===== config.mk =====
export PLATFORM = sky130hd
export DESIGN_NAME = pcs_mgmt_rate_resolve
export DESIGN_NICKNAME = d
export VERILOG_FILES = /design/src/hw/pcs_mgmt_pkg.sv /design/src/hw/pcs_mgmt_rate_resolve.sv
export VERILOG_INCLUDE_DIRS = /design/src /design/src/hw
export SDC_FILE = /design/constraint.sdc
export NUM_CORES = 1
export LEC_CHECK = 0
export BUFFER_PORTS_ARGS = -buffer_cell sky130_fd_sc_hd__buf_2
export CORE_ASPECT_RATIO = 1.1
export CORE_MARGIN = 2
export CORE_UTILIZATION = 40
export CTS_BUF_LIST = sky130_fd_sc_hd__clkbuf_2
export CTS_CLUSTER_DIAMETER = 80
export CTS_CLUSTER_SIZE = 14
export DETAILED_ROUTE_END_ITERATION = 7
export PLACE_DENSITY = 0.68
export SLEW_MARGIN = 20
export SYNTH_ARGS = -nofsm -noshare
export SYNTH_HDL_FRONTEND = slang
export SYNTH_SLANG_ARGS = --single-unit
export TNS_END_PERCENT = 10

===== constraint.sdc =====
create_clock -name i_clk_sys -period 1.62 [get_ports i_clk_sys]
set_clock_uncertainty 0.15 [all_clocks]
set_input_delay 0.162 -clock i_clk_sys [delete_from_list [all_inputs] [get_ports i_clk_sys]]
set_output_delay 0.162 -clock i_clk_sys [all_outputs]
set_load 0.05 [all_outputs]

===== src/hw/pcs_mgmt_defines.svh =====
// register offsets, field positions, reset values and timing counts for the management bank
`ifndef PCS_MGMT_DEFINES_SVH
`define PCS_MGMT_DEFINES_SVH

// ----------------------------------------
// register offsets (5-bit register address)
// ----------------------------------------
`define REG_PCS_CONTROL        5'h00
`define REG_PCS_STATUS         5'h01
`define REG_LOCAL_ADVERT       5'h04
`define REG_PARTNER_ABILITY    5'h05
`define REG_NEG_EXPANSION      5'h06
`define REG_EXTENDED_STATUS    5'h0f

// ----------------------------------------
// control field positions
// ----------------------------------------
`define CTL_RESET_BIT          15
`define CTL_LOOPBACK_BIT       14
`define CTL_SPEED_LSB_BIT      13
`define CTL_NEG_ENABLE_BIT     12
`define CTL_POWER_DOWN_BIT     11
`define CTL_ISOLATE_BIT        10
`define CTL_RESTART_NEG_BIT    9
`define CTL_DUPLEX_BIT         8
`define CTL_SPEED_MSB_BIT      6
`define CTL_UNIDIR_BIT         5

// ----------------------------------------
// status field positions and advert rate field
// ----------------------------------------
`define STS_EXT_STATUS_BIT     8
`define STS_UNIDIR_CAP_BIT     7
`define STS_NEG_COMPLETE_BIT   5
`define STS_NEG_ABILITY_BIT    3
`define STS_LINK_BIT           2
`define ADV_RATE_MSB           11
`define ADV_RATE_LSB           10

// ----------------------------------------
// rate codes and reset values
// ----------------------------------------
`define RATE_1G                2'h2
`define RATE_100M              2'h1
`define RATE_10M               2'h0
`define CONTROL_RESET          16'h1140
`define ADVERT_RESET_X         16'h0020
`define ADVERT_RESET_PHY       16'h0801
`define ADVERT_RESET_MAC       16'h4001

// ----------------------------------------
// timing
// ----------------------------------------
`define CLK_PERIOD_NS          50
`define PCS_RESET_TIME_NS      200
`define PCS_RESET_CYCLES       ((`PCS_RESET_TIME_NS + `CLK_PERIOD_NS - 1) / `CLK_PERIOD_NS)

`endif


===== src/hw/pcs_mgmt_pkg.sv =====
// types shared by the management bank
package pcs_mgmt_pkg;

	typedef enum logic {
		proto_sgmii,
		proto_1000x
	} pcs_protocol_t;

	typedef struct packed {
		logic       pcs_reset;
		logic       loopback;
		logic       neg_enable;
		logic       power_down;
		logic       isolate;
		logic       neg_restart;
		logic       unidirectional;
		logic [1:0] rate;
	} pcs_ctrl_t;

	typedef struct packed {
		logic        link_up;
		logic        neg_complete;
		logic        unidir_cap;
		logic [15:0] partner_ability;
		logic [15:0] expansion;
		logic [15:0] extended_status;
	} pcs_core_status_t;

	typedef struct packed {
		logic        write;
		logic [4:0]  addr;
		logic [15:0] wdata;
	} mgmt_req_t;

endpackage


===== src/hw/pcs_mgmt_rate_resolve.sv =====
// management register bank with rate resolution for the bridge pcs
//
// Function
// - drive 2-bit operating rate to adaptation
// - resolve rate from protocol, mode, negotiation
// - resolved rate steers tx/rx rate adaptation
// - mac/phy side from static pin
// - protocol switchable at run time
// - control, status, advert, partner, expansion, extended
// - parallel host access in easy build
// - map 0x0,0x1,0x4,0x5,0x6,0xf; rest read-only
// - control bit 15 self-clearing pcs reset
// - bits 13 and 6 form speed
// - speed stuck at 10 in 1000x
// - sgmii speed writable, used when negotiation off
// - negotiated sgmii rate from bits 11:10 of advert (phy side) or partner ability (mac side)
// - control bit 11 powers pcs down
// - control bit 9 self-clearing negotiation restart
// - link status latches low, clears on read
// - duplex bit writable, no effect
`timescale 1ns/1ps
`default_nettype none
`include "pcs_mgmt_defines.svh"

module pcs_mgmt_rate_resolve
	import pcs_mgmt_pkg::*;
#(
	parameter int RESET_CYCLES = `PCS_RESET_CYCLES
) (
	input  wire logic                           i_clk_sys,
	input  wire logic                           i_rst_b,
	input  wire logic                           i_sgmii_phy_side,
	input  wire logic                           i_pcs_protocol_select,
	input  wire pcs_mgmt_pkg::mgmt_req_t        i_req,
	input  wire logic                           i_req_valid,
	input  wire pcs_mgmt_pkg::pcs_core_status_t i_core_status,
	output logic [15:0]                         o_rdata,
	output logic                                o_rdata_valid,
	output pcs_mgmt_pkg::pcs_ctrl_t             o_ctrl
);
	import pcs_mgmt_pkg::*;

	// ----------------------------------------
	// pin synchronisers
	// ----------------------------------------
	logic [1:0]    side_sync;
	logic [1:0]    proto_sync;
	logic [1:0]    link_sync;
	wire logic     phy_side = side_sync[1];
	wire pcs_protocol_t protocol = proto_sync[1] ? proto_1000x : proto_sgmii;
	wire logic     link_now = link_sync[1];

	always_ff @(posedge i_clk_sys or negedge i_rst_b) begin
		if (!i_rst_b) begin
			side_sync  <= 2'h0;
			proto_sync <= 2'h0;
			link_sync  <= 2'h0;
		end else begin
			side_sync  <= {side_sync[0], i_sgmii_phy_side};
			proto_sync <= {proto_sync[0], i_pcs_protocol_select};
			link_sync  <= {link_sync[0], i_core_status.link_up};
		end
	end

	// ----------------------------------------
	// register state
	// ----------------------------------------
	logic [15:0] control;
	logic [15:0] advert;
	logic        advert_written;
	logic        link_latched;
	logic [$clog2(RESET_CYCLES+1)-1:0] reset_count;

	// ----------------------------------------
	// access decode
	// ----------------------------------------
	wire logic wr = i_req_valid & i_req.write;
	wire logic rd = i_req_valid & ~i_req.write;
	wire logic hit_control  = i_req.addr == `REG_PCS_CONTROL;
	wire logic hit_status   = i_req.addr == `REG_PCS_STATUS;
	wire logic hit_advert   = i_req.addr == `REG_LOCAL_ADVERT;
	wire logic hit_partner  = i_req.addr == `REG_PARTNER_ABILITY;
	wire logic hit_expand   = i_req.addr == `REG_NEG_EXPANSION;
	wire logic hit_extended = i_req.addr == `REG_EXTENDED_STATUS;
	wire logic wr_control   = wr & hit_control;
	wire logic wr_advert    = wr & hit_advert & ~(protocol == proto_sgmii & ~phy_side);
	wire logic rd_status    = rd & hit_status;

	// speed field: any value in sgmii, stuck at 10 in 1000x
	wire logic [1:0] speed_stored = {control[`CTL_SPEED_MSB_BIT], control[`CTL_SPEED_LSB_BIT]};
	wire logic [1:0] forced_rate = (protocol == proto_1000x) ? `RATE_1G : speed_stored;

	// advertised ability view per mode
	function automatic logic [15:0] advert_default(input pcs_protocol_t p, input logic phy);
		if (p == proto_1000x)
			return `ADVERT_RESET_X;
		else if (phy)
			return `ADVERT_RESET_PHY;
		else
			return `ADVERT_RESET_MAC;
	endfunction

	wire logic [15:0] advert_view = (protocol == proto_sgmii & ~phy_side) ? `ADVERT_RESET_MAC
		: (advert_written ? advert : advert_default(protocol, phy_side));
	wire logic [1:0] advertised_rate = advert_view[`ADV_RATE_MSB:`ADV_RATE_LSB];
	wire logic [1:0] partner_rate =
		i_core_status.partner_ability[`ADV_RATE_MSB:`ADV_RATE_LSB];

	// ----------------------------------------
	// rate resolution
	// ----------------------------------------
	wire logic neg_on = control[`CTL_NEG_ENABLE_BIT];
	wire logic [1:0] next_rate = (protocol == proto_1000x) ? `RATE_1G
		: (!neg_on ? forced_rate
		: (phy_side ? advertised_rate : partner_rate));

	// ----------------------------------------
	// status word
	// ----------------------------------------
	wire logic [15:0] status_word = (16'h0001 << `STS_EXT_STATUS_BIT)
		| (16'h0001 << `STS_NEG_ABILITY_BIT)
		| ({15'h0000, i_core_status.unidir_cap} << `STS_UNIDIR_CAP_BIT)
		| ({15'h0000, i_core_status.neg_complete} << `STS_NEG_COMPLETE_BIT)
		| ({15'h0000, link_latched} << `STS_LINK_BIT);

	// control readback: self-clearing bits read as live state, speed as forced rate (held value in sgmii, 10 in 1000x)
	wire logic [15:0] control_view = {control[15:14], forced_rate[0], control[12:7],
		forced_rate[1], control[5], 5'h00};

	wire logic [15:0] next_rdata = hit_control ? control_view
		: hit_status   ? status_word
		: hit_advert   ? advert_view
		: hit_partner  ? i_core_status.partner_ability
		: hit_expand   ? i_core_status.expansion
		: hit_extended ? i_core_status.extended_status
		: 16'h0000;

	// ----------------------------------------
	// control register
	// ----------------------------------------
	wire logic reset_done = control[`CTL_RESET_BIT] & (reset_count == '0);
	wire logic [15:0] wmask = 16'h7f60; // reset, restart handled separately; low bits stuck at 0
	wire logic [15:0] next_control_w = (control & ~wmask) | (i_req.wdata & wmask);

	always_ff @(posedge i_clk_sys or negedge i_rst_b) begin
		if (!i_rst_b) begin
			control <= `CONTROL_RESET;
		end else begin
			if (wr_control) begin
				control <= next_control_w;
				control[`CTL_RESET_BIT] <= i_req.wdata[`CTL_RESET_BIT] | control[`CTL_RESET_BIT];
				control[`CTL_RESTART_NEG_BIT] <= i_req.wdata[`CTL_RESTART_NEG_BIT];
			end else begin
				if (reset_done)
					control[`CTL_RESET_BIT] <= 1'b0;
				control[`CTL_RESTART_NEG_BIT] <= 1'b0;
			end
		end
	end

	// pcs reset hold counter
	always_ff @(posedge i_clk_sys or negedge i_rst_b) begin
		if (!i_rst_b) begin
			reset_count <= '0;
		end else if (wr_control & i_req.wdata[`CTL_RESET_BIT] & ~control[`CTL_RESET_BIT]) begin
			reset_count <= ($clog2(RESET_CYCLES+1))'(RESET_CYCLES - 1);
		end else if (reset_count != '0) begin
			reset_count <= reset_count - 1'b1;
		end
	end

	// ----------------------------------------
	// advertised ability register
	// ----------------------------------------
	always_ff @(posedge i_clk_sys or negedge i_rst_b) begin
		if (!i_rst_b) begin
			advert         <= 16'h0000;
			advert_written <= 1'b0;
		end else if (wr_advert) begin
			advert         <= i_req.wdata;
			advert_written <= 1'b1;
		end
	end

	// ----------------------------------------
	// latched link status
	// ----------------------------------------
	always_ff @(posedge i_clk_sys or negedge i_rst_b) begin
		if (!i_rst_b) begin
			link_latched <= 1'b0;
		end else if (!link_now) begin
			link_latched <= 1'b0;
		end else if (rd_status) begin
			link_latched <= 1'b1;
		end
	end

	// ----------------------------------------
	// outputs
	// ----------------------------------------
	always_ff @(posedge i_clk_sys or negedge i_rst_b) begin
		if (!i_rst_b) begin
			o_rdata       <= 16'h0000;
			o_rdata_valid <= 1'b0;
			o_ctrl        <= '0;
		end else begin
			o_rdata_valid <= rd;
			if (rd)
				o_rdata <= next_rdata;
			o_ctrl.pcs_reset      <= control[`CTL_RESET_BIT];
			o_ctrl.loopback       <= control[`CTL_LOOPBACK_BIT];
			o_ctrl.neg_enable     <= control[`CTL_NEG_ENABLE_BIT];
			o_ctrl.power_down     <= control[`CTL_POWER_DOWN_BIT];
			o_ctrl.isolate        <= control[`CTL_ISOLATE_BIT];
			o_ctrl.neg_restart    <= control[`CTL_RESTART_NEG_BIT];
			o_ctrl.unidirectional <= control[`CTL_UNIDIR_BIT];
			o_ctrl.rate           <= next_rate;
		end
	end

endmodule // pcs_mgmt_rate_resolve
`default_nettype wire


# After elaboration in Yosys (flattened, before gate mapping)
# Cells that the tools add are included.
dict set report totals {
  regBits 69
  inputBits 78
  out_inout_bits 26
}
dict set report classes {
  eq_ne 6
  n_addsub 1
  reduce_logical 5
  n_bitwise 19
  muxes 22
}
# cell count
set op_table {}
lappend op_table {{$mux W16} 9}
lappend op_table {{$eq A5 B3 Y1 const B} 3}
lappend op_table {{$mux W15} 1}
lappend op_table {{$or A8 B15 Y15} 1}
lappend op_table {{$and A1 B1 Y1} 10}
lappend op_table {{$or A9 B3 Y9} 1}
lappend op_table {{$or A9 B6 Y9} 1}
lappend op_table {{$mux W2} 4}
lappend op_table {{$mux W1} 6}
lappend op_table {{$mux W3} 2}
lappend op_table {{$eq A5 B1 Y1 const B} 1}
lappend op_table {{$eq A5 B4 Y1 const B} 1}
lappend op_table {{$logic_not A5 Y1} 1}
lappend op_table {{$not A1 Y1} 5}
lappend op_table {{$reduce_bool A2 Y1} 2}
lappend op_table {{$logic_not A3 Y1} 1}
lappend op_table {{$reduce_bool A3 Y1} 1}
lappend op_table {{$sub A3 B1 Y3 const B} 1}
lappend op_table {{$ne A2 B1 Y1 const B} 1}
lappend op_table {{$or A1 B1 Y1} 1}

# Depth between registers and ports, before layout
dict set report logic_depth {
  ltp_word 7
  ltp_mapped 7
  ltp_nobuf 6
}

# Worst setup path before layout
# Ideal clock, no wire load.
dict set report synth_path {
  path_type {in2reg}
  startpoint {input i_req[16] (netlist bit)}
  endpoint {register advert[10]}
  arrival_time_ps 1887
  stages 7
  t_required_ps 1345
  slack_ps -542
  setup_ps 125
  path_cell_list {clkbuf_2 > or3_4 > or2_0 > clkbuf_2 > nor3b_4 > buf_8 > mux2_4}
}
dict set report synth_between {
  elab_chain_len 3
}
# element line_no
set synth_lines {}
lappend synth_lines {{start, declared} pcs_mgmt_rate_resolve.sv:34} ;# input wire pcs_mgmt_pkg::mgmt_req_t i_req,
lappend synth_lines {{$eq A5 B3 Y1 (no source line)} -}
lappend synth_lines {{$and A1 B1 Y1 (2 in series)} pcs_mgmt_rate_resolve.sv:86} ;# wire logic wr_advert = wr & hit_advert & ~(protocol == proto_sgmii & ~phy_side);
lappend synth_lines {{end signal, assigned} pcs_mgmt_rate_resolve.sv:180} ;# advert <= i_req.wdata;
lappend synth_lines {{end, declared} pcs_mgmt_rate_resolve.sv:69} ;# logic [15:0] advert;
# Every way passes these cells.
# A chain may end at the register's enable or synchronous reset.

# Final worst setup path
dict set report layout_path {
  startpoint {register side_sync[1]}
  endpoint {register advert[4]}
}
dict set report layout_between {
  elab_chain_len 4
}
# element line_no
set layout_lines {}
lappend layout_lines {{start, declared} pcs_mgmt_rate_resolve.sv:46} ;# logic [1:0] side_sync;
lappend layout_lines {{start signal, assigned} pcs_mgmt_rate_resolve.sv:59} ;# side_sync <= {side_sync[0], i_sgmii_phy_side};
lappend layout_lines {{$not A1 Y1} pcs_mgmt_rate_resolve.sv:86}
lappend layout_lines {{$and A1 B1 Y1} pcs_mgmt_rate_resolve.sv:86}
lappend layout_lines {{$not A1 Y1} pcs_mgmt_rate_resolve.sv:86}
lappend layout_lines {{$and A1 B1 Y1} pcs_mgmt_rate_resolve.sv:86}
# Every way passes these cells.

==> impl_results.md <==
- Vias in the first global route: 3,416
- TritonCTS Buffers: 9
- Beginning of the critical path: side_sync[1]
- WL/cell: 16.6 um
- # rows: 34
- N_diodes: 0
- Outcome: complete, no violations
- PD cells: 836 nW/um2
- Nets: 590
- PortBufs: 103
- Critical path data arrival time: 1.83 ns
- Yosys reg bits: 63
- Starting DRT DRC Count: 259
- Largest net degree at the start of global routing: 64
- Crit path kind: register to register
- DR DRC count: 0
- LEAKAGE: 2.36 nW
- Synth Net Count: 384
- Worst path bufs/invs: 1
- Main combinational cell family by area after synthesis: compound AO/OA/AOI/OAI gates
- Simple logic cell fraction of the synthesized area: 16.1%
- Area occupied by multi-input gates: 1450 um2
- Max cap viols: 0
- Synth cell count leaders: dfrtp_1 (60), nand2_1 (31), a21oi_1 (17)
- Post-Synth Adder-Cell Area: 0.792%
- I/O Pins: 104
- RR Endpoint: advert[4]
- Num Clock Sinks: 63
- Hold Crit Class: primary input to async pin
- Slew Viols, Final: 0
- Compound-Gate Fraction of Synth Area: 18.1%
- Root Driver: clkbuf_2
- CTS H-tree depth: 3
- Critical Path Stages: 4
- Die area: 8630 um2
- Post-synth cell types: 51
- Max clock buf depth: 2
- Hold Vio Cnt, Final: 0
- Initial antenna violation count: 0
- CTS tree: built
- Post-synth top area share: 47.5%
- Worst VDD drop: 0.000343 V
- Highest Signal Layer: met4
- Vias per cell: 5.28
- FF-to-FF setup slack: 0.02 ns
- Hold Worst Slack: 0.0317 ns
- Worst slew pin tran: 0.424 ns
- Final period util: 98.6%
- Worst-path maximum fanout: 7
- Wire length of the first global-routing pass: 16.7 mm
- Register area: 1580 um2
- Antenna viol nets, final: 0
- Most frequent cell after synthesis: dfrtp_1
- Final HPWL DP: 7.01 mm
- Core area: 7780 um2
- Worst slew margin: 71.0%
- RSZ-0062 raised after global routing: true
- Slowest cell on crit path: dfrtp_1
- Maximum clock frequency: 0.626 GHz
- Die width: 88.8 um
- Crit path capture type: register
- Ranking of synthesized cells by area: dfrtp_1 (48%), mux2_2 (5.7%), mux2_4 (4.3%)
- CP peak stage delay: 0.46 ns
- Post-Synthesis Cell Area: 3160 um2
- Wire length on met3: 696 um
- Power, Total: 4.08 mW
- Clock-pin slew on the worst setup and hold paths: 0.19 ns
- DR vias: 3,288
- Worst endpoint required time: 1.86 ns
- Area leader, netlist: dfrtp_1
- First-pass detailed-route iteration total: 5
- Die height: 97.2 um
- CP startpoint kind: register
- Share of cells above drive strength 1: 39.6%
- Ys flop type: dfrtp_1
- Final setup viols: 0
- Fin crit period: 1.60 ns
- Mapped Cells: 304
- GP Congestion: 0.892
- Overall Global Routing Usage: 25.1%
- EDFF count, synth: 0
- Clk Latency, worst-skew pair: 0.48 ns
- Total grt overflow: 0
- Syn_area_per_cell: 10.4 um2
- R2r startpoint: side_sync[1]
- DRT met1 WL: 4.19 mm
- Yosys warnings: 0
- Detailed Route WL: 10.4 mm
- Family with the most delay on the worst path: flip-flops
- DR WL met2: 5.07 mm
- P&R area growth vs syn: 54.5%
- Starting Density: 40.6%
- Post-synthesis mux area share: 9.98%
- Xor/xnor share of the synthesized area: 0.277%
- Fill cells: 640
- Async set or reset register ratio after synthesis: 100%
- R2R cell count: 4
- CP Cell Sequence: nor2_1 > nor3b_4 > buf_4 > mux2_2
- Sequential element share of the synthesized area: 50.0%
- Critical Path End: advert[4]
==> registers in the layout (all words and copies together) (netlist names) <==
register        cells
advert             16
o_rdata_valid       1
proto_sync          2
side_sync           2
advert_written      1
link_latched        1
o_ctrl              9
link_sync           2
o_rdata            16
control            10
reset_count         3
==> cell type report <==
class	count	share of cell area [%]
Sequential cell	63	32.4
Clock inverter	6	1.74
Multi-Input combinational cell	207	29.7
Inverter	15	1.15
Timing Repair Buffer	214	31.2
Clock buffer	10	1.03
Tap cell	108	2.77
==> power by group <==
part           total [mW]  internal [mW]  switching [mW]
Sequential           1.87           1.76           0.104
Combinational        1.12          0.514           0.605
Clock                1.09          0.512           0.582
Total                4.08           2.79            1.29
==> logic make-up (layout without fill, tap and decap cells) <==
kind of cell	after synthesis	in the layout
compound gates	83	83
xor+xnor	1	1
fa+ha+maj	2	2
buf+inv	34	245
flops	63	63
mux	25	25
simple gates	96	96
==> metal layers <==
| layer | global-route usage [%] | vias to the layer above |
|---|---|---|
| met4 | 11.7 | 0 |
| met5 | 0 | - |
| li1 | - | 1514 |
| met1 | 32.7 | 1565 |
| met3 | 4.84 | 30 |
| met2 | 39.7 | 179 |
==> worst min-delay path: stages <==
cell	delay (ns)
dlygate4sd3_1	0.52
buf_2	0.12
buf_12	0.30
==> through the flow <==
stage	worst slack, ns	setup TNS, ns	util (%)	cell area [um2]	cells
detailed placement	-0.383	-9.82	52.2	4060	539
global placement	-0.359	-9.03	52.2	4060	539
finish	0.0233	0	62.7	4880	623
global route	-0.0415	-0.371	62.7	4880	623
CTS	0.000761	0	62.2	4840	619
floorplan	-0.533	-10.12	-	3170	304
==> how the worst min path moves through the flow <==
stage / start / end / slack, ns / depth (start not counted)
after CTS: i_core_status[36] / o_rdata[4] / 0.003 / 5
after global routing: i_rst_b / side_sync[1] / 0.02 / 3
final: i_rst_b / o_rdata[11] / 0.03 / 3
after detailed placement: i_rst_b / proto_sync[0] / 0.05 / 2
after global placement: i_rst_b / side_sync[0] / 0.04 / 2
after floorplan: i_rst_b / advert[0] / -0.28 / 0
==> layout by cell type (no fill, tap or decap), types with 2 or more instances in the layout <==
cell           Yosys  routed
clkbuf_2           2      10
buf_4              0      45
o2111ai_1          3       3
dlygate4sd3_1      0      64
dfrtp_1           60      59
nor3_1             7       7
inv_1             15      15
ha_1               2       2
and3_1             2       2
o2bb2ai_1          4       4
o211ai_1           7       7
a22oi_1            7       7
nand4_1            2       2
nor2_1            11      11
a32o_1             3       3
and2_1             8       8
o31ai_1            6       6
mux2_4             9       9
a31oi_1            6       6
nand2_1           31      31
buf_2              0     103
o22ai_1            2       2
bufinv_16          0       2
a211oi_1           2       2
nor2b_1            6       6
nand3_1            6       6
nand3b_1           5       5
a311oi_1           2       2
mux2_2            16      16
or2_2              3       3
a222oi_1           2       2
dfstp_2            3       3
o21ai_0           12      12
nand2b_1           8       8
a21oi_1           17      16
==> what timing repair did <==
action | in CTS | in global routing
pin swaps | 0 | 1
hold buffers | 64 | 0
setup endpoints to repair | 1 | 28
setup buffers | 0 | 4
gates resized for setup | 2 | 4
endpoints found under the hold margin | 112 | 0
Note: power is estimated with default switching activity, not from simulation.
